--- src/core/tff_map.svh ---
// Register map, field positions, reset values and timing constants
`ifndef TFF_MAP_SVH
`define TFF_MAP_SVH
`define TFF_CTRL_OFS      8'h00
`define TFF_STATUS_OFS    8'h04
`define TFF_MASK_OFS      8'h08
`define TFF_TXDATA_OFS    8'h0C
`define TFF_RXDATA_OFS    8'h10
`define TFF_STATE_OFS     8'h14
`define TFF_CTRL_CODED    0
`define TFF_CTRL_DENS_LO  1
`define TFF_CTRL_WRITE    3
`define TFF_CTRL_MARK     4
`define TFF_CTRL_STEP     5
`define TFF_CTRL_CONT     6
`define TFF_CTRL_BACK     7
`define TFF_ST_PARITY     0
`define TFF_ST_PROGRAM    1
`define TFF_ST_RECDONE    2
`define TFF_ST_LINERX     3
`define TFF_ST_INHIBIT    4
`define TFF_ST_TXEMPTY    5
`define TFF_EV_W          6
`define TFF_TX_LAST       6
`define TFF_CTRL_RST      3'h0
`define TFF_MASK_RST      6'h00
`define TFF_CLK_HZ        250000000
`define TFF_IPS           150
`define TFF_BPI_800       800
`define TFF_BPI_556       556
`define TFF_BPI_200       200
`define TFF_GAP_MIL       750
`define TFF_FM_MIL        6000
`define TFF_RD_GAP_MIL    375
`define TFF_CHK_GAP_LINES 4
`define TFF_FM_CHAR       6'h0F
`define TFF_ILLEGAL_CHAR  6'h00
`endif

--- src/core/tff_pkg.sv ---
// Types shared by the tape frame formatter
package tff_pkg;
	typedef enum logic [3:0] {
		S_IDLE    = 4'b0000,
		S_WDATA   = 4'b0001,
		S_WCHKGAP = 4'b0010,
		S_WCHK    = 4'b0011,
		S_WGAP    = 4'b0100,
		S_FMLEAD  = 4'b0101,
		S_FMDATA  = 4'b0110,
		S_READ    = 4'b0111,
		S_BACK    = 4'b1000
	} tff_state_type;
	typedef enum logic [1:0] {
		P_800_200 = 2'b00,
		P_800_556 = 2'b01,
		P_556_200 = 2'b10
	} tff_preset_type;
endpackage

--- src/core/tff_line_if.sv ---
// Line coding signals between the formatter and its codec
`timescale 1ns/1ps
interface tff_line_if;
	logic [5:0] char_w;
	logic       coded;
	logic [6:0] line_w;
	logic [6:0] line_r;
	logic       par_ok;
	logic       illegal;
	modport codec (input char_w, coded, line_r,
		output line_w, par_ok, illegal);
	modport user (output char_w, coded, line_r,
		input line_w, par_ok, illegal);
endinterface

--- src/core/tff_line_codec.sv ---
// Lateral parity generation and line checking
`timescale 1ns/1ps
`include "tff_map.svh"
module tff_line_codec
	import tff_pkg::*;
(
	tff_line_if.codec lif
);
	logic par_w;
	always_comb begin
		par_w = lif.coded ? ^lif.char_w : ~^lif.char_w;
		lif.line_w = {par_w, lif.char_w};
		lif.par_ok = lif.coded ? ~^lif.line_r : ^lif.line_r;
		lif.illegal = lif.coded &&
			(lif.line_r[5:0] == `TFF_ILLEGAL_CHAR);
	end
endmodule

--- src/core/tff_spacing.sv ---
// Down counter giving a one-cycle pulse after a loaded count
`timescale 1ns/1ps
module tff_spacing #(
	parameter int W = 24
) (
	input  wire logic         ref_clk,
	input  wire logic         nrst,
	input  wire logic         load,
	input  wire logic [W-1:0] count,
	output logic              busy,
	output logic              done
);
	logic [W-1:0] cnt_q;
	always_ff @(posedge ref_clk) begin
		if (!nrst)
			cnt_q <= '0;
		else if (load)
			cnt_q <= count;
		else if (cnt_q != '0)
			cnt_q <= cnt_q - 1'b1;
	end
	always_ff @(posedge ref_clk) begin
		if (!nrst)
			done <= 1'b0;
		else
			done <= !load && (cnt_q == {{(W-1){1'b0}}, 1'b1});
	end
	assign busy = (cnt_q != '0);
endmodule

--- src/core/tff_top.sv ---
// Seven-track tape formatter with AHB-Lite register slave
//
// Notes on behaviour
// - Each track toggles on a one bit, holds level on a zero bit.
// - A line is six character bits on tracks 0-5, parity on track 6.
// - Binary mode: parity makes the seven-bit line odd, checked on read.
// - Coded mode: parity makes the seven-bit line even, checked on read.
// - A control register bit, not the handler, picks binary or coded.
// - A record holds one or more lines; records sit three quarter inch apart.
// - Each record ends with a check line making every track count even.
// - File mark: six inches of tape, then coded 17 octal and its check line.
// - No ring means no writing; reading works either way.
// - Lateral parity failure or illegal coded character flags parity error.
// - Illegal coded character or backspace at load point flags program error.
// - Preset maps handler high/low request to 800/200, 800/556 or 556/200.
`timescale 1ns/1ps
`include "tff_map.svh"
module tff_top
	import tff_pkg::*;
#(
	parameter int unsigned LINE_800 = `TFF_CLK_HZ / (`TFF_BPI_800 * `TFF_IPS),
	parameter int unsigned LINE_556 = `TFF_CLK_HZ / (`TFF_BPI_556 * `TFF_IPS),
	parameter int unsigned LINE_200 = `TFF_CLK_HZ / (`TFF_BPI_200 * `TFF_IPS),
	parameter int unsigned GAP_CYC  =
		(`TFF_CLK_HZ / `TFF_IPS / 1000) * `TFF_GAP_MIL,
	parameter int unsigned FM_CYC   =
		(`TFF_CLK_HZ / `TFF_IPS / 1000) * `TFF_FM_MIL,
	parameter int unsigned RD_GAP   =
		(`TFF_CLK_HZ / `TFF_IPS / 1000) * `TFF_RD_GAP_MIL
) (
	input  wire logic        ref_clk,
	input  wire logic        nrst,
	input  wire logic        hsel,
	input  wire logic [31:0] haddr,
	input  wire logic [1:0]  htrans,
	input  wire logic        hwrite,
	input  wire logic [2:0]  hsize,
	input  wire logic [31:0] hwdata,
	input  wire logic        hready,
	output logic             hreadyout,
	output logic [31:0]      hrdata,
	output logic             hresp,
	input  wire logic [6:0]  trk_in,
	input  wire logic        rd_strobe,
	input  wire logic        ring_in,
	input  wire logic        load_point_in,
	input  wire logic        dens_hi_in,
	output logic [6:0]       trk_out,
	output logic             wr_strobe,
	output logic             wr_enable,
	output logic             fwd,
	output logic             rev,
	output logic             irq
);
	tff_line_if lif ();
	tff_state_type st_q;
	logic [2:0]  ctrl_q;
	logic [5:0]  sts_q;
	logic [5:0]  mask_q;
	logic [6:0]  tx_q;
	logic        tx_valid_q;
	logic [6:0]  rx_q;
	logic [6:0]  lrc_q;
	logic [1:0]  gap_cnt_q;
	logic        step_q;
	logic [6:0]  trk_s1_q, trk_s2_q, trk_prev_q;
	logic [3:0]  pin_s1_q, pin_s2_q;
	logic        strobe_d_q;
	logic        ring_s, lp_s, hi_s, strobe_s, strobe_rise;
	logic        ap_wr_q;
	logic [7:0]  ap_addr_q;
	logic        ap_take;
	logic        wr_ctrl, wr_sts, wr_mask, wr_tx;
	logic [`TFF_EV_W-1:0] ev;
	logic [9:0]  bpi;
	logic [23:0] line_cyc;
	logic        line_busy, line_tick;
	logic        spc_load, spc_done;
	logic [23:0] spc_count;
	logic        emit;
	logic [6:0]  emit_line;
	logic        cmd_write, cmd_mark, cmd_step, cmd_cont, cmd_back;
	logic        rd_line_ok;

	// Pin synchronisers
	always_ff @(posedge ref_clk) begin
		if (!nrst) begin
			trk_s1_q <= 7'h00;
			trk_s2_q <= 7'h00;
			pin_s1_q <= 4'h0;
			pin_s2_q <= 4'h0;
			strobe_d_q <= 1'b0;
		end else begin
			trk_s1_q <= trk_in;
			trk_s2_q <= trk_s1_q;
			pin_s1_q <= {rd_strobe, ring_in, load_point_in, dens_hi_in};
			pin_s2_q <= pin_s1_q;
			strobe_d_q <= strobe_s;
		end
	end
	assign {strobe_s, ring_s, lp_s, hi_s} = pin_s2_q;
	assign strobe_rise = strobe_s && !strobe_d_q;

	// Density preset and line time
	always_comb begin
		case (tff_preset_type'(ctrl_q[2:1]))
			P_800_200: bpi = hi_s ? 10'(`TFF_BPI_800) : 10'(`TFF_BPI_200);
			P_800_556: bpi = hi_s ? 10'(`TFF_BPI_800) : 10'(`TFF_BPI_556);
			P_556_200: bpi = hi_s ? 10'(`TFF_BPI_556) : 10'(`TFF_BPI_200);
			default:   bpi = 10'(`TFF_BPI_200);
		endcase
		case (bpi)
			10'(`TFF_BPI_800): line_cyc = 24'(LINE_800);
			10'(`TFF_BPI_556): line_cyc = 24'(LINE_556);
			default:           line_cyc = 24'(LINE_200);
		endcase
	end

	tff_spacing #(.W(24)) u_line (
		.ref_clk (ref_clk),
		.nrst    (nrst),
		.load    (line_tick || !line_busy),
		.count   (line_cyc),
		.busy    (line_busy),
		.done    (line_tick)
	);
	tff_spacing #(.W(24)) u_gap (
		.ref_clk (ref_clk),
		.nrst    (nrst),
		.load    (spc_load),
		.count   (spc_count),
		.busy    (),
		.done    (spc_done)
	);
	tff_line_codec u_codec (
		.lif (lif)
	);

	// Codec hookup; file mark is always coded
	assign lif.char_w = (st_q == S_FMDATA) ? `TFF_FM_CHAR : tx_q[5:0];
	assign lif.coded  = (st_q == S_FMDATA) || ctrl_q[`TFF_CTRL_CODED];
	assign lif.line_r = trk_s2_q ^ trk_prev_q;
	assign rd_line_ok = lif.par_ok && !lif.illegal;

	// AHB-Lite address phase
	assign ap_take = hsel && hready && htrans[1];
	always_ff @(posedge ref_clk) begin
		if (!nrst) begin
			ap_wr_q <= 1'b0;
			ap_addr_q <= 8'h00;
		end else begin
			ap_wr_q <= ap_take && hwrite;
			ap_addr_q <= haddr[7:0];
		end
	end
	assign wr_ctrl = ap_wr_q && ap_addr_q == `TFF_CTRL_OFS;
	assign wr_sts  = ap_wr_q && ap_addr_q == `TFF_STATUS_OFS;
	assign wr_mask = ap_wr_q && ap_addr_q == `TFF_MASK_OFS;
	assign wr_tx   = ap_wr_q && ap_addr_q == `TFF_TXDATA_OFS;
	assign cmd_write = wr_ctrl && hwdata[`TFF_CTRL_WRITE];
	assign cmd_mark  = wr_ctrl && hwdata[`TFF_CTRL_MARK];
	assign cmd_step  = wr_ctrl && hwdata[`TFF_CTRL_STEP];
	assign cmd_cont  = wr_ctrl && hwdata[`TFF_CTRL_CONT];
	assign cmd_back  = wr_ctrl && hwdata[`TFF_CTRL_BACK];

	always_ff @(posedge ref_clk) begin
		if (!nrst) begin
			hrdata <= 32'h0000_0000;
			hreadyout <= 1'b0;
			hresp <= 1'b0;
		end else begin
			hreadyout <= 1'b1;
			hresp <= 1'b0;
			if (ap_take && !hwrite) begin
				case (haddr[7:0])
					`TFF_CTRL_OFS:   hrdata <= {29'h0, ctrl_q};
					`TFF_STATUS_OFS: hrdata <= {26'h0, sts_q};
					`TFF_MASK_OFS:   hrdata <= {26'h0, mask_q};
					`TFF_TXDATA_OFS: hrdata <= {24'h0, tx_valid_q, tx_q};
					`TFF_RXDATA_OFS: hrdata <= {25'h0, rx_q};
					`TFF_STATE_OFS:
						hrdata <= {14'h0, bpi, hi_s, lp_s, ring_s,
							tx_valid_q, st_q};
					default:         hrdata <= 32'h0000_0000;
				endcase
			end
		end
	end

	always_ff @(posedge ref_clk) begin
		if (!nrst) begin
			ctrl_q <= `TFF_CTRL_RST;
			mask_q <= `TFF_MASK_RST;
		end else begin
			if (wr_ctrl)
				ctrl_q <= hwdata[2:0];
			if (wr_mask)
				mask_q <= hwdata[5:0];
		end
	end

	// Sticky status, set wins over write-one-to-clear
	always_ff @(posedge ref_clk) begin
		if (!nrst)
			sts_q <= 6'h00;
		else if (wr_sts)
			sts_q <= (sts_q & ~hwdata[5:0]) | ev;
		else
			sts_q <= sts_q | ev;
	end
	always_ff @(posedge ref_clk) begin
		if (!nrst)
			irq <= 1'b0;
		else
			irq <= |(sts_q & mask_q);
	end

	// Line emission to the heads
	assign emit = line_tick && ((st_q == S_WDATA && tx_valid_q) ||
		st_q == S_WCHK || st_q == S_FMDATA);
	assign emit_line = (st_q == S_WCHK) ? lrc_q : lif.line_w;
	always_ff @(posedge ref_clk) begin
		if (!nrst) begin
			trk_out <= 7'h00;
			wr_strobe <= 1'b0;
		end else begin
			wr_strobe <= emit && ring_s;
			if (emit && ring_s)
				trk_out <= trk_out ^ emit_line;
		end
	end
	always_ff @(posedge ref_clk) begin
		if (!nrst)
			lrc_q <= 7'h00;
		else if (st_q == S_WCHK && line_tick)
			lrc_q <= 7'h00;
		else if (emit)
			lrc_q <= lrc_q ^ emit_line;
	end

	// Transmit holding register
	always_ff @(posedge ref_clk) begin
		if (!nrst) begin
			tx_q <= 7'h00;
			tx_valid_q <= 1'b0;
		end else if (emit && st_q == S_WDATA) begin
			tx_valid_q <= 1'b0;
		end else if (wr_tx && !tx_valid_q) begin
			tx_q <= hwdata[6:0];
			tx_valid_q <= 1'b1;
		end
	end

	// Read line capture
	always_ff @(posedge ref_clk) begin
		if (!nrst) begin
			trk_prev_q <= 7'h00;
			rx_q <= 7'h00;
		end else if (strobe_rise) begin
			trk_prev_q <= trk_s2_q;
			if (st_q == S_READ)
				rx_q <= lif.line_r;
		end
	end

	// Events
	always_comb begin
		ev = '0;
		ev[`TFF_ST_PARITY] = strobe_rise && st_q == S_READ &&
			!rd_line_ok;
		ev[`TFF_ST_PROGRAM] = (strobe_rise && st_q == S_READ &&
			lif.illegal) || (st_q == S_IDLE && cmd_back && lp_s);
		ev[`TFF_ST_RECDONE] = spc_done &&
			(st_q == S_WGAP || st_q == S_READ || st_q == S_BACK);
		ev[`TFF_ST_LINERX] = strobe_rise && st_q == S_READ;
		ev[`TFF_ST_INHIBIT] = st_q == S_IDLE && (cmd_write || cmd_mark) &&
			!ring_s;
		ev[`TFF_ST_TXEMPTY] = emit && st_q == S_WDATA;
	end

	// Gap and spacing timer loads
	always_comb begin
		spc_load = 1'b0;
		spc_count = 24'(GAP_CYC);
		if (st_q == S_IDLE && cmd_mark && ring_s) begin
			spc_load = 1'b1;
			spc_count = 24'(FM_CYC);
		end else if (st_q == S_WCHK && line_tick) begin
			spc_load = 1'b1;
			spc_count = 24'(GAP_CYC);
		end else if ((st_q == S_IDLE && (cmd_step || cmd_cont ||
			(cmd_back && !lp_s))) ||
			((st_q == S_READ || st_q == S_BACK) && strobe_rise)) begin
			spc_load = 1'b1;
			spc_count = 24'(RD_GAP);
		end
	end

	// Sequencer
	always_ff @(posedge ref_clk) begin
		if (!nrst) begin
			st_q <= S_IDLE;
			gap_cnt_q <= 2'h0;
			step_q <= 1'b0;
		end else begin
			case (st_q)
				S_IDLE: begin
					gap_cnt_q <= 2'h0;
					if (cmd_write && ring_s)
						st_q <= S_WDATA;
					else if (cmd_mark && ring_s)
						st_q <= S_FMLEAD;
					else if (cmd_step || cmd_cont) begin
						st_q <= S_READ;
						step_q <= cmd_step;
					end else if (cmd_back && !lp_s)
						st_q <= S_BACK;
				end
				S_WDATA:
					if (emit && tx_q[`TFF_TX_LAST])
						st_q <= S_WCHKGAP;
				S_WCHKGAP:
					if (line_tick) begin
						gap_cnt_q <= gap_cnt_q + 2'h1;
						if (gap_cnt_q == 2'(`TFF_CHK_GAP_LINES - 1))
							st_q <= S_WCHK;
					end
				S_WCHK:
					if (line_tick)
						st_q <= S_WGAP;
				S_WGAP:
					if (spc_done)
						st_q <= S_IDLE;
				S_FMLEAD:
					if (spc_done)
						st_q <= S_FMDATA;
				S_FMDATA:
					if (line_tick)
						st_q <= S_WCHKGAP;
				S_READ:
					if (spc_done || (step_q && strobe_rise))
						st_q <= S_IDLE;
				S_BACK:
					if (spc_done)
						st_q <= S_IDLE;
				default:
					st_q <= S_IDLE;
			endcase
		end
	end

	// Handler motion and write gate
	always_ff @(posedge ref_clk) begin
		if (!nrst) begin
			fwd <= 1'b0;
			rev <= 1'b0;
			wr_enable <= 1'b0;
		end else begin
			fwd <= st_q != S_IDLE && st_q != S_BACK;
			rev <= st_q == S_BACK;
			wr_enable <= ring_s && st_q != S_IDLE &&
				st_q != S_READ && st_q != S_BACK;
		end
	end
endmodule

--- config.mk ---
export PLATFORM = sky130hd
export DESIGN_NAME = tff_top
export DESIGN_NICKNAME = d
export VERILOG_FILES = /design/src/core/tff_pkg.sv /design/src/core/tff_line_if.sv /design/src/core/tff_line_codec.sv /design/src/core/tff_spacing.sv /design/src/core/tff_top.sv
export VERILOG_INCLUDE_DIRS = /design/src /design/src/core
export SDC_FILE = /design/constraint.sdc
export NUM_CORES = 1
export LEC_CHECK = 0
export ABC_AREA = 1
export BUFFER_PORTS_ARGS = -buffer_cell sky130_fd_sc_hd__buf_4
export CORE_ASPECT_RATIO = 0.8
export CORE_MARGIN = 3
export CORE_UTILIZATION = 54
export CTS_BUF_LIST = sky130_fd_sc_hd__clkbuf_16
export DETAILED_ROUTE_END_ITERATION = 10
export PLACE_DENSITY_LB_ADDON = 0.08
export SLEW_MARGIN = 0
export SYNTH_ARGS = -nofsm -noshare
export SYNTH_HDL_FRONTEND = slang
export SYNTH_HIERARCHICAL = 1
export SYNTH_SLANG_ARGS = --single-unit
--- constraint.sdc ---
create_clock -name ref_clk -period 3.87 [get_ports ref_clk]
set_input_delay 0.387 -clock ref_clk [delete_from_list [all_inputs] [get_ports ref_clk]]
set_output_delay 0.387 -clock ref_clk [all_outputs]
set_load 0.02 [all_outputs]
* Word level (Yosys, flattened, before mapping)
Index checks and enable logic that the tools add are counted.
** Word-level totals
- Logic and storage cells :: 208
- Bits in registers :: 178
- Bits of input ports :: 85
** Operators by class
- Eq/ne operators :: 34
- Muxes and demuxes :: 37
- Add/subtract/negate cells :: 3
- Reductions and logical operators :: 92
- Bitwise operators :: 12
** Operators by type and width (number)
- $mux W24 :: 5
- $pmux W18 S6 :: 1
- $eq A24 B1 Y1 const B :: 2
- $mux W4 :: 12
- $reduce_bool A24 Y1 :: 2
- $sub A24 B1 Y24 const B :: 2
- $logic_and A1 B1 Y1 :: 45
- $mux W21 :: 2
- $eq A8 B4 Y1 const B :: 4
- $pmux W4 S8 :: 1
- $pmux W10 S3 :: 1
- $pmux W14 S2 :: 1
- $xor A7 B7 Y7 :: 3
- $eq A10 B10 Y1 const B :: 2
- $mux W10 :: 2
- $eq A4 B3 Y1 const B :: 4
- $eq A8 B3 Y1 const B :: 2
- $eq A8 B5 Y1 const B :: 2
- $logic_not A8 Y1 :: 2
- $ne A2 B1 Y1 const B :: 7
- $logic_or A1 B1 Y1 :: 13
- $and A6 B6 Y6 :: 2
- $mux W6 :: 2
- $or A6 B6 Y6 :: 2
- 32 further kinds :: 57

* Depth between registers and ports, before layout
Gate-level depths: netlist of run 1.
- Depth in word-level cells :: 12
- Mapped depth :: 20

* Modules after synthesis
The synthesis of run 1 kept the hierarchy.
** Modules (own cells, without submodules)
- tff_top :: cells an instance 668, instances 1, area an instance 4868.4 sq um
- tff_spacing :: cells an instance 272, instances 2, area an instance 1686.6 sq um
- tff_line_codec :: cells an instance 60, instances 1, area an instance 309.0 sq um

* Least setup slack after synthesis of run 1
OpenSTA, ideal clock, no wires.
- Path type :: register to register
- Start point :: register st_q[1]
- End point :: register u_gap.cnt_q[19]
- Path slack :: 1837 ps
- Cell stages (with the launch flop) :: 15
- Data arrival time :: 1900 ps
- Path buffers :: 2
- Path through :: dfxtp_1 inv_2 nand2_1 nor2_1 buf_2 inv_1 nor2_2 inv_1 o211ai_1 inv_2 nand2_4 inv_2 buf_6 nand2_1 a21oi_1
** Between the ends
- Cells in the longest elaborated chain, start to end :: 8
- Elaborated cells between the ends (all ways) :: 19
- Those cells by class :: eq/ne (3); mux (7); reduce/logical (9)
** Ends and longest elaborated chain
- start: declaration :: line tff_top.sv:56 : tff_state_type st_q;
- start signal: assignment :: line tff_top.sv:302 : st_q <= S_IDLE;
- start signal: assignment :: line tff_top.sv:310 : st_q <= S_WDATA;
- start signal: assignment :: line tff_top.sv:312 : st_q <= S_FMLEAD;
- $eq A4 B3 Y1 or $eq A4 B4 Y1 (tied branches) :: line tff_top.sv:293 : ((st_q == S_READ || st_q == S_BACK) && strobe_rise)) begin
- $logic_or A1 B1 Y1 :: line tff_top.sv:293
- $logic_and A1 B1 Y1 :: line tff_top.sv:293
- $logic_or A1 B1 Y1 :: line tff_top.sv:292 : (cmd_back && !lp_s))) ||
- $mux W1 :: line tff_top.sv:291 : end else if ((st_q == S_IDLE && (cmd_step || cmd_cont ||
- $mux W1 :: line tff_top.sv:288 : end else if (st_q == S_WCHK && line_tick) begin
- $mux W1 * :: line tff_top.sv:285 : if (st_q == S_IDLE && cmd_mark && ring_s) begin
- named net spc_load :: line tff_top.sv:78 : logic spc_load, spc_done;
- $mux W24 or $reduce_bool A2 Y1 (tied branches)
- end signal: assignment :: line tff_spacing.sv:18 : cnt_q <= count;
- end signal: assignment :: line tff_spacing.sv:20 : cnt_q <= cnt_q - 1'b1;
- end: declaration :: line tff_spacing.sv:13 : logic [W-1:0] cnt_q;
Mark *: on every way through the listed nets, which the timed path passes. The rest lies on a longest branch.
A chain may end at the register's enable or synchronous reset.

* Worst setup path in the final report of run 1
- Start point :: register ap_addr_q[1]
- End point :: register u_gap.cnt_q[18]
** Between the ends
- Cells in the longest elaborated chain, start to end :: 11
- Elaborated cells between the ends (all ways) :: 19
- Those cells by class :: mux (5); reduce/logical (14)
** Ends and longest elaborated chain
- start: declaration :: line tff_top.sv:71 : logic [7:0] ap_addr_q;
- start signal: assignment :: line tff_top.sv:153 : ap_addr_q <= haddr[7:0];
- $logic_not A8 Y1 (no source line) *
- $logic_and A1 B1 Y1 (no source line) *
- $logic_and A1 B1 Y1 (on tied branches) :: line tff_top.sv:162, tff_top.sv:163, tff_top.sv:164
- $logic_or A1 B1 Y1 or $logic_and A1 B1 Y1 (tied branches) :: line tff_top.sv:291, tff_top.sv:292
- $logic_or A1 B1 Y1 :: line tff_top.sv:291
- $logic_and A1 B1 Y1 :: line tff_top.sv:291
- $logic_or A1 B1 Y1 :: line tff_top.sv:292
- $mux W1 :: line tff_top.sv:291
- $mux W1 :: line tff_top.sv:288
- $mux W1 * :: line tff_top.sv:285
- named net spc_load :: line tff_top.sv:78
- $mux W24 or $reduce_bool A2 Y1 (tied branches)
Marked as above.

==> flow_metrics.env, run 1 <==
export IMPL_status="completed"
export IMPL_grt_max_degree=62
export IMPL_ys_ff_latch=159
export IMPL_drv_cap=0
export IMPL_r2r_cells=13
export IMPL_skew_ns=0.0119
export IMPL_r2r_slack_ns=1.11
export IMPL_yosysSeqAreaShare=0.372
export IMPL_finalCriticalPeriod_ns=2.76
export IMPL_fp_row_count=40
export IMPL_yosysMostFrequentCell="nand2_1"
export IMPL_clk_pin_slew_worst_paths_ns=0.07
export IMPL_rsz0062_at_grt="no"
export IMPL_yosys_area_top_type_share=0.372
export IMPL_wire_per_inst_um=13.1
export IMPL_synth_edf_count=0
export IMPL_slew_headroom=0.362
export IMPL_synthArstFlopShare=0
export IMPL_arrival_ns=3.05
export IMPL_antenna_found_initial=0
export IMPL_die_area_mm2=0.0174
export IMPL_core_area_mm2=0.0153
export IMPL_cts_max_level=4
export IMPL_fmax_mhz=362
export IMPL_dp_slack_ns=1.20
export IMPL_fillCellCount=1414
export IMPL_cts_sinks=159
export IMPL_n_antenna_cell=0
export IMPL_grtUsageTotal=0.240
export IMPL_numCtsBuffers=17
export IMPL_cts_repair_resized=0
export IMPL_peakVddDrop_mv=0.364
export IMPL_portBuffers=60
export IMPL_grt_pass1_vias=7014
export IMPL_grt_first_pass_wirelength_mm=34.3
export IMPL_io_pins=131
export IMPL_synthTopCellsByArea="dfxtp_1, nand2_1, inv_1"
export IMPL_antenna_left=0
export IMPL_p_per_area_mw_per_mm2=632
export IMPL_initial_core_util=0.560
export IMPL_cts_root_buf="clkbuf_16"
export IMPL_nets=1434
export IMPL_post_cts_setup_buffers=0
export IMPL_post_route_drc_count=0
export IMPL_leakagePower_nw=4.60
export IMPL_cp_end_kind="flop"
export IMPL_hold_class="in -> reg"
export IMPL_cts_hold_buf=0
export IMPL_die_w_um=147
export IMPL_critPathRequiredTime_ns=4.16
export IMPL_critPathLaunchType="flop"
export IMPL_worst_setup_path_type="reg -> reg"
export IMPL_area_growth_pct=13.8
export IMPL_cp_max_fo=23
export IMPL_syn_avg_cell_area_um2=6.72
export IMPL_gp_congestion=0.926
export IMPL_hold_viol_final=0
export IMPL_slew_viol_final=0
export IMPL_grt_overflow_total=0
export IMPL_synth_area_mm2=0.00855
export IMPL_period_share=0.714
export IMPL_vias=7888
export IMPL_yosysTopAreaCell="dfxtp_1"
export IMPL_synth_common_cells="nand2_1, inv_1, dfxtp_1"
export IMPL_finalSetupTns_ns=0
export IMPL_cts_tree="yes"
export IMPL_initialDrtViolationCount=659
export IMPL_worst_slack_ns=1.11
export IMPL_clk_latency_ns=0.44
export IMPL_vias_per_cell=5.05
export IMPL_synth_cells=1272
export IMPL_wirelength_mm=20.5
export IMPL_setup_violations=0
export IMPL_synth_warnings=6
export IMPL_final_core_util=0.637
export IMPL_dp_hpwl_mm=14.8
export IMPL_synth_distinct_cells=45
export IMPL_synth_top_flop_cell="dfxtp_1"
export IMPL_clock_path_buffers=2
export IMPL_hold_path_depth=3
export IMPL_drt_pass1_iter_count=6
export IMPL_drive_gt1_frac=0.144
export IMPL_die_h_um=119
export IMPL_tightest_slew_ns=0.956
-- stage by stage --
stage               cells  hold WS (ns)  total power [mW]  area [µm²]
finish               1562         0.125              6.14        9730
global route         1562         0.113              6.61        9730
CTS                  1562         0.109              6.16        9730
detailed placement   1530         0.402              4.45        9120
global placement     1530         0.396              4.41        9120
floorplan            1310         0.390              4.02        8690
-- cells in the final DEF (no fill, tap or decap), types with 9 or more instances in the layout --
master,netlist,layout
a21oi_1,79,79
buf_4,29,68
clkbuf_16,0,17
conb_1,2,40
dfxtp_1,159,159
ha_1,10,10
inv_1,162,162
inv_2,21,21
nand2_1,332,332
nand2_2,16,16
nand3_1,71,71
nand4_1,20,20
nor2_1,137,137
nor2_2,17,17
nor2_4,14,14
nor3_1,15,15
o21ai_0,62,62
o21ai_1,20,20
xnor2_1,9,9
xor2_1,16,16
-- flip-flops by register name, summed over array words and instances (netlist names), 3 cells and up --
register and count:
u_gap/cnt_q 24, trk_s2_q 7, ctrl_q 3, rx_q 7, pin_s1_q 4, trk_out 7
trk_s1_q 7, hrdata 13, ap_addr_q 8, u_line/cnt_q 24, tx_q 7, sts_q 6
mask_q 6, trk_prev_q 7, pin_s2_q 4, lrc_q 7, st_q 4
-- cell families (layout without fill, tap and decap cells) --
group / after synthesis / count (layout) / synth area share
buffers and inverters: 242 / 284 / 0.122
and+or+nand+nor: 647 / 647 / 0.347
xor gates and xnor gates: 26 / 26 / 0.0275
other: 2 / 40 / 0.000878
AOI/OAI and AO/OA: 186 / 186 / 0.116
adders and majority gates: 10 / 10 / 0.0146
DFF: 159 / 159 / 0.372
-- worst max-delay path, stage by stage (launching register included) --
cell	delay, ns
dfxtp_1	0.32
nor2_1	0.11
nand2_1	0.07
nor2_2	0.33
nand4_1	0.29
nor2_2	0.32
inv_1	0.15
o211ai_1	0.11
buf_4	0.29
inv_2	0.16
nand2_4	0.13
inv_2	0.15
nand2_1	0.11
a21oi_1	0.06
-- area by class of cell --
cell class	count	area, µm²	area share
clock buffers	17	425	0.0437
repair buffers	68	510	0.0525
well taps	210	263	0.0270
clock inverters	15	186	0.0192
inverters	184	691	0.0710
flip-flops and latches	159	3180	0.327
multi-input cells	909	4470	0.459
-- final timing paths --
| check | from | endpoint |
|---|---|---|
| setup / recovery | ap_addr_q[1] | u_gap/cnt_q[18] |
| hold / removal | trk_in[2] | trk_s1_q[2] |
| setup reg to reg | ap_addr_q[1] | u_gap/cnt_q[18] |
| hold reg to reg | trk_s1_q[1] | trk_s2_q[1] |
-- report_power, final --
part	internal, mW	switching (mW)
Clock	0.878	0.808
Combinational	0.822	1.62
Sequential	1.83	0.189
Total	3.53	2.62
-- layer usage --
metal	vias to the layer above	wire length, µm	global-route usage
met5	-	0	0
met3	21	1390	0.0506
met4	0	291	0.0664
met1	3547	9690	0.339
met2	229	9120	0.373
li1	4091	-	-
Note: power is estimated with default switching activity, not from simulation.
==> inputs of run 2 (changes only) <==
- CORE_UTILIZATION: 54 -> 52
- clock period: 3.87 -> 2.3 ns (I/O delays scaled with it)
==> run 2 against run 1 <==
First-iteration DRC count increased by 8.3%. Combinational power increased by 73%. Final area increased by 3.2%. Register-to-register slack got worse by 0.89 ns. Maximum frequency increased by 33%. Flip-flop and latch count unchanged. Worst hold slack got worse by 0.082 ns. Die area increased by 3.7%. Cell count increased by 2.1%. Largest power group unchanged. Highest routed layer unchanged.
==> flow_metrics.env, run 2 (same netlist as run 1, synthesis figures left out) <==
export IMPL_initial_core_util=0.536
export IMPL_finalSetupTns_ns=0
export IMPL_worst_setup_path_type="reg -> reg"
export IMPL_tightest_slew_ns=0.682
export IMPL_status="completed"
export IMPL_slew_viol_final=0
export IMPL_initialDrtViolationCount=714
export IMPL_critPathLaunchType="flop"
export IMPL_r2r_cells=12
export IMPL_drv_cap=0
export IMPL_final_cell_mix="nand2_1, inv_1, dfxtp_1"
export IMPL_cpMostUsedCell="nand2_1"
export IMPL_max_stage_delay_ns=0.31
export IMPL_cts_tree="yes"
export IMPL_numCtsBuffers=17
export IMPL_rsz0062_at_grt="no"
export IMPL_total_power_mw=10.4
export IMPL_cts_root_buf="clkbuf_16"
export IMPL_skew_ns=0.00974
export IMPL_die_w_um=149
export IMPL_r2r_start="ap_addr_q[7]"
export IMPL_cp_end_kind="flop"
export IMPL_hold_path_depth=3
export IMPL_cts_sinks=159
export IMPL_clk_pin_slew_worst_paths_ns=0.07
export IMPL_cts_max_level=4
export IMPL_hold_viol_final=0
export IMPL_grt_max_degree=45
export IMPL_grt_overflow_total=0
export IMPL_drive_gt1_frac=0.157
export IMPL_wire_per_inst_um=13.5
export IMPL_post_route_drc_count=0
export IMPL_nets=1462
export IMPL_p_per_area_mw_per_mm2=1040
export IMPL_grtUsageTotal=0.248
export IMPL_r2r_end="u_gap/cnt_q[5]"
export IMPL_slew_headroom=0.545
export IMPL_r2r_slack_ns=0.22
export IMPL_slowest_stage="buf_4"
export IMPL_grt_pass1_vias=7437
export IMPL_crit_end="u_gap/cnt_q[5]"
export IMPL_clk_latency_ns=0.44
export IMPL_vias_per_cell=5.02
export IMPL_crit_chain="nor2_1 > nand2_1 > nor2_4 > nand4_1 > nor2_2 > inv_1 > o211ai_1 > buf_4 > nand2_1 > o21ai_0 > nand2_1 > nor2_1"
export IMPL_mostFrequentLayoutCell="nand2_1"
export IMPL_fp_row_count=41
export IMPL_antenna_left=0
export IMPL_arrival_ns=2.46
export IMPL_leakagePower_nw=4.74
export IMPL_core_area_mm2=0.0160
export IMPL_portBuffers=60
export IMPL_worstSetupStartpoint="ap_addr_q[7]"
export IMPL_peakVddDrop_mv=0.565
export IMPL_cp_max_fo=22
export IMPL_critPathRequiredTime_ns=2.68
export IMPL_setup_violations=0
export IMPL_finalCriticalPeriod_ns=2.08
export IMPL_grt_first_pass_wirelength_mm=36.3
export IMPL_antenna_found_initial=0
export IMPL_n_antenna_cell=0
export IMPL_reg_top3="u_gap/cnt_q: 24 flops, u_line/cnt_q: 24 flops, hrdata: 13 flops"
export IMPL_dp_hpwl_mm=15.5
export IMPL_fmax_mhz=481
export IMPL_die_h_um=121
export IMPL_die_area_mm2=0.0180
export IMPL_gp_congestion=0.973
export IMPL_vias=8005
export IMPL_post_cts_setup_buffers=0
export IMPL_drt_pass1_iter_count=5
export IMPL_clock_path_buffers=2
export IMPL_hold_class="in -> reg"
export IMPL_area_growth_pct=17.4
export IMPL_wirelength_mm=21.5
export IMPL_period_share=0.904
export IMPL_io_pins=131
==> run 2: area by class of cell <==
class                   instances  area (µm²)
inverters                     184         693
clock buffers                  17         425
clock inverters                15         174
flip-flops and latches        159        3180
fillers                      1478        5910
multi-input cells             909        4530
repair buffers                 96         763
well taps                     215         269
==> run 2: worst max-delay path, delay by kind of cell (launching register included) <==
family / cells / cell delay (ns)
buffers and inverters: 2 / 0.42
and+or+nand+nor: 8 / 1.06
AOI/OAI and AO/OA: 2 / 0.23
DFF: 1 / 0.30
==> run 2: how the worst min path moves through the flow <==
stage	slack [ns]	start	end
floorplan	0.26	nrst	hreadyout
global placement	0.39	trk_s1_q[0]	trk_s2_q[0]
detailed placement	0.40	trk_s1_q[1]	trk_s2_q[1]
CTS	0.03	haddr[2]	ap_addr_q[2]
global route	0.03	haddr[2]	ap_addr_q[2]
finish	0.04	haddr[3]	ap_addr_q[3]
==> run 2: per-layer routing <==
layer	vias to the layer above	track usage	wire (µm)
li1	4143	-	-
met1	3631	0.349	10500
met2	207	0.384	9560
met3	24	0.0573	1160
met4	0	0.0703	269
met5	-	0	0
==> run 2: per-stage QoR <==
stage	hold WS (ns)	instance area (µm²)	util	setup WS, ns	std cells
3_5_place_dp	0.399	9210	0.577	0.138	1546
6_report	0.0429	10000	0.629	0.220	1595
3_3_place_gp	0.395	9210	0.577	0.183	1546
4_1_cts	0.0277	9980	0.625	0.115	1595
5_1_grt	0.0251	10000	0.629	0.00337	1595
2_1_floorplan	0.258	8690	-	0.267	1310
==> run 2: power by group <==
part | internal [mW] | leakage [nW] | switching [mW] | total [mW]
Clock | 1.46 | 0.290 | 1.36 | 2.82
Combinational | 1.43 | 3.15 | 2.79 | 4.21
Sequential | 3.07 | 1.30 | 0.324 | 3.40
Total | 5.96 | 4.74 | 4.47 | 10.4
==> run 2: what timing repair did <==
action / in CTS / in global routing
gates resized for setup: 0 / 19
hold buffers: 17 / 0
endpoints found under the hold margin: 17 / 0
endpoints found under the setup margin: 0 / 25
==> inputs of run 3 (changes only) <==
- ABC_AREA: 1 -> 0
- CORE_UTILIZATION: 52 -> 51
==> run 3 against run 2 <==
Power shrank 9.4%. Area after synthesis shrank 8.3%. Wire length is 10% lower. Die area decreased by 6.2%. Worst hold slack lost 0.022 ns. Highest routed layer unchanged.
==> flow_metrics.env, run 3 <==
export IMPL_yosysTopAreaCell="dfxtp_1"
export IMPL_synth_common_cells="dfxtp_1, nand2_1, nor2_1"
export IMPL_worst_setup_path_type="reg -> reg"
export IMPL_synth_cells=910
export IMPL_cts_tree="yes"
export IMPL_die_h_um=117
export IMPL_nets=1111
export IMPL_gp_congestion=0.924
export IMPL_fillCellCount=1246
export IMPL_slew_viol_final=0
export IMPL_grt_max_degree=47
export IMPL_reg_top3="u_gap/cnt_q: 24 flops, u_line/cnt_q: 24 flops, hrdata: 13 flops"
export IMPL_grt_first_pass_wirelength_mm=31.7
export IMPL_io_pins=131
export IMPL_status="completed"
export IMPL_mostFrequentLayoutCell="dfxtp_1"
export IMPL_peakVddDrop_mv=0.598
export IMPL_area_growth_pct=21.1
export IMPL_antenna_left=0
export IMPL_max_stage_delay_ns=0.57
export IMPL_cts_max_level=4
export IMPL_fmax_mhz=451
export IMPL_slowest_stage="or4_4"
export IMPL_cp_max_fo=3
export IMPL_die_w_um=145
export IMPL_portBuffers=60
export IMPL_drt_pass1_iter_count=6
export IMPL_finalCriticalPeriod_ns=2.22
export IMPL_yosysSeqAreaShare=0.406
export IMPL_post_route_drc_count=0
export IMPL_vias=6755
export IMPL_synth_warnings=6
export IMPL_finalSetupTns_ns=0
export IMPL_clk_latency_ns=0.43
export IMPL_cts_sinks=159
export IMPL_hold_class="in -> reg"
export IMPL_wire_per_inst_um=15.9
export IMPL_slew_headroom=0.540
export IMPL_yosys_area_top_type_share=0.406
export IMPL_yosysMostFrequentCell="dfxtp_1"
export IMPL_dp_hpwl_mm=13.7
export IMPL_drv_cap=0
export IMPL_tightest_slew_ns=0.683
export IMPL_drive_gt1_frac=0.193
export IMPL_initial_core_util=0.536
export IMPL_cp_end_kind="flop"
export IMPL_synthArstFlopShare=0
export IMPL_initialDrtViolationCount=568
export IMPL_syn_avg_cell_area_um2=8.62
export IMPL_numCtsBuffers=17
export IMPL_hold_viol_final=0
export IMPL_clock_path_buffers=2
export IMPL_synth_edf_count=0
export IMPL_die_area_mm2=0.0169
export IMPL_period_share=0.964
export IMPL_fp_row_count=39
export IMPL_final_cell_mix="dfxtp_1, buf_4, nand2_1"
export IMPL_grtUsageTotal=0.234
export IMPL_dp_cells=1168
export IMPL_synthTopCellsByArea="dfxtp_1, mux2i_1, nand2_1"
export IMPL_p_per_area_mw_per_mm2=995
export IMPL_clk_pin_slew_worst_paths_ns=0.07
export IMPL_wirelength_mm=19.2
export IMPL_total_power_mw=9.45
export IMPL_synth_area_mm2=0.00784
export IMPL_crit_chain="or4_4 > or3_4 > or4_1 > a211o_1 > a21boi_2"
export IMPL_setup_violations=0
export IMPL_cts_root_buf="clkbuf_16"
export IMPL_synth_distinct_cells=74
export IMPL_cp_top_family="simple AND/OR/NAND/NOR gates"
export IMPL_critPathBufInv=0
export IMPL_skew_ns=0.0148
export IMPL_fin_cells=1213
export IMPL_vias_per_cell=5.57
export IMPL_antenna_found_initial=0
export IMPL_n_antenna_cell=0
export IMPL_ys_ff_latch=159
export IMPL_leakagePower_nw=3.89
export IMPL_core_area_mm2=0.0146
export IMPL_critPathRequiredTime_ns=2.66
export IMPL_critPathLaunchType="flop"
export IMPL_grt_pass1_vias=6555
export IMPL_arrival_ns=2.58
export IMPL_rsz0062_at_grt="yes"
export IMPL_grt_overflow_total=0
export IMPL_synth_top_flop_cell="dfxtp_1"
## run 3: cell types whose count changed in the layout (fill, tap and decap cells not counted), moves of 19 or more
cell,before,now
nand2_1,329,86
inv_1,161,32
nor2_1,133,68
a21oi_1,79,36
nand3_1,71,29
and2_1,0,41
mux2i_1,0,34
buf_4,79,111
o21ai_1,20,1
## run 3: path summary, 6_finish.rpt
check	slack, ns	from	end	depth (start not counted)
worst max-delay path	0.08	u_line/cnt_q[21]	u_line/cnt_q[22]	5
worst min-delay path	0.02	haddr[1]	ap_addr_q[1]	2
worst max register to register	0.08	u_line/cnt_q[21]	u_line/cnt_q[22]	5
worst min register to register	0.42	trk_s1_q[3]	trk_s2_q[3]	1
## run 3: metrics by stage
step                worst slack [ns]  cell area [µm²]   util  hold slack [ns]
CTS                           0.0364             9410  0.643          0.00218
finish                        0.0819             9500  0.649           0.0212
detailed placement          -0.00710             8720  0.595            0.419
global route                 -0.0478             9500  0.649           0.0129
floorplan                    0.00606             8060      -            0.258
global placement              0.0305             8720  0.595            0.415
## run 3: layout make-up
class	count	area, µm²	area share
multi-input combinational	679	4390	0.463
sequential	159	3190	0.336
clock inverter	15	144	0.0152
tap	184	230	0.0242
inverter	35	131	0.0138
clock buffer	17	425	0.0448
timing repair buffer	124	985	0.104
## run 3: routing by layer
layer	global-route usage	routed length, µm	up-vias
li1	-	-	3359
met1	0.324	9230	3150
met2	0.365	8580	225
met3	0.0589	1230	21
met4	0.0671	192	0
met5	0	0	-
## run 3: worst reg2reg max path, cell delays in order, from the launching register on
cell,delay (ns)
dfxtp_1,0.33
or4_4,0.57
or3_4,0.36
or4_1,0.48
a211o_1,0.31
a21boi_2,0.11
## run 3: repair_timing
action | in CTS | in global routing
setup buffers | 0 | 3
gates resized for setup | 4 | 16
pin swaps | 0 | 2
endpoints found under the hold margin | 10 | 0
hold buffers | 10 | 0
setup endpoints to repair | 4 | 33
## run 3: logic make-up after synthesis
group	count (synthesis)	share of synthesized area
AND/OR/NAND/NOR	367	0.254
AO/OA/AOI/OAI	173	0.144
flip-flops	159	0.406
buffers and inverters	110	0.0672
XOR/XNOR	50	0.0611
multiplexers	39	0.0511
adder cells (fa/ha/maj)	10	0.0160
other	2	0.000958
## run 3: where the power goes
part           internal [mW]  switching (mW)
clock                   1.44            1.29
sequential              3.11           0.394
combinational           1.52            1.69
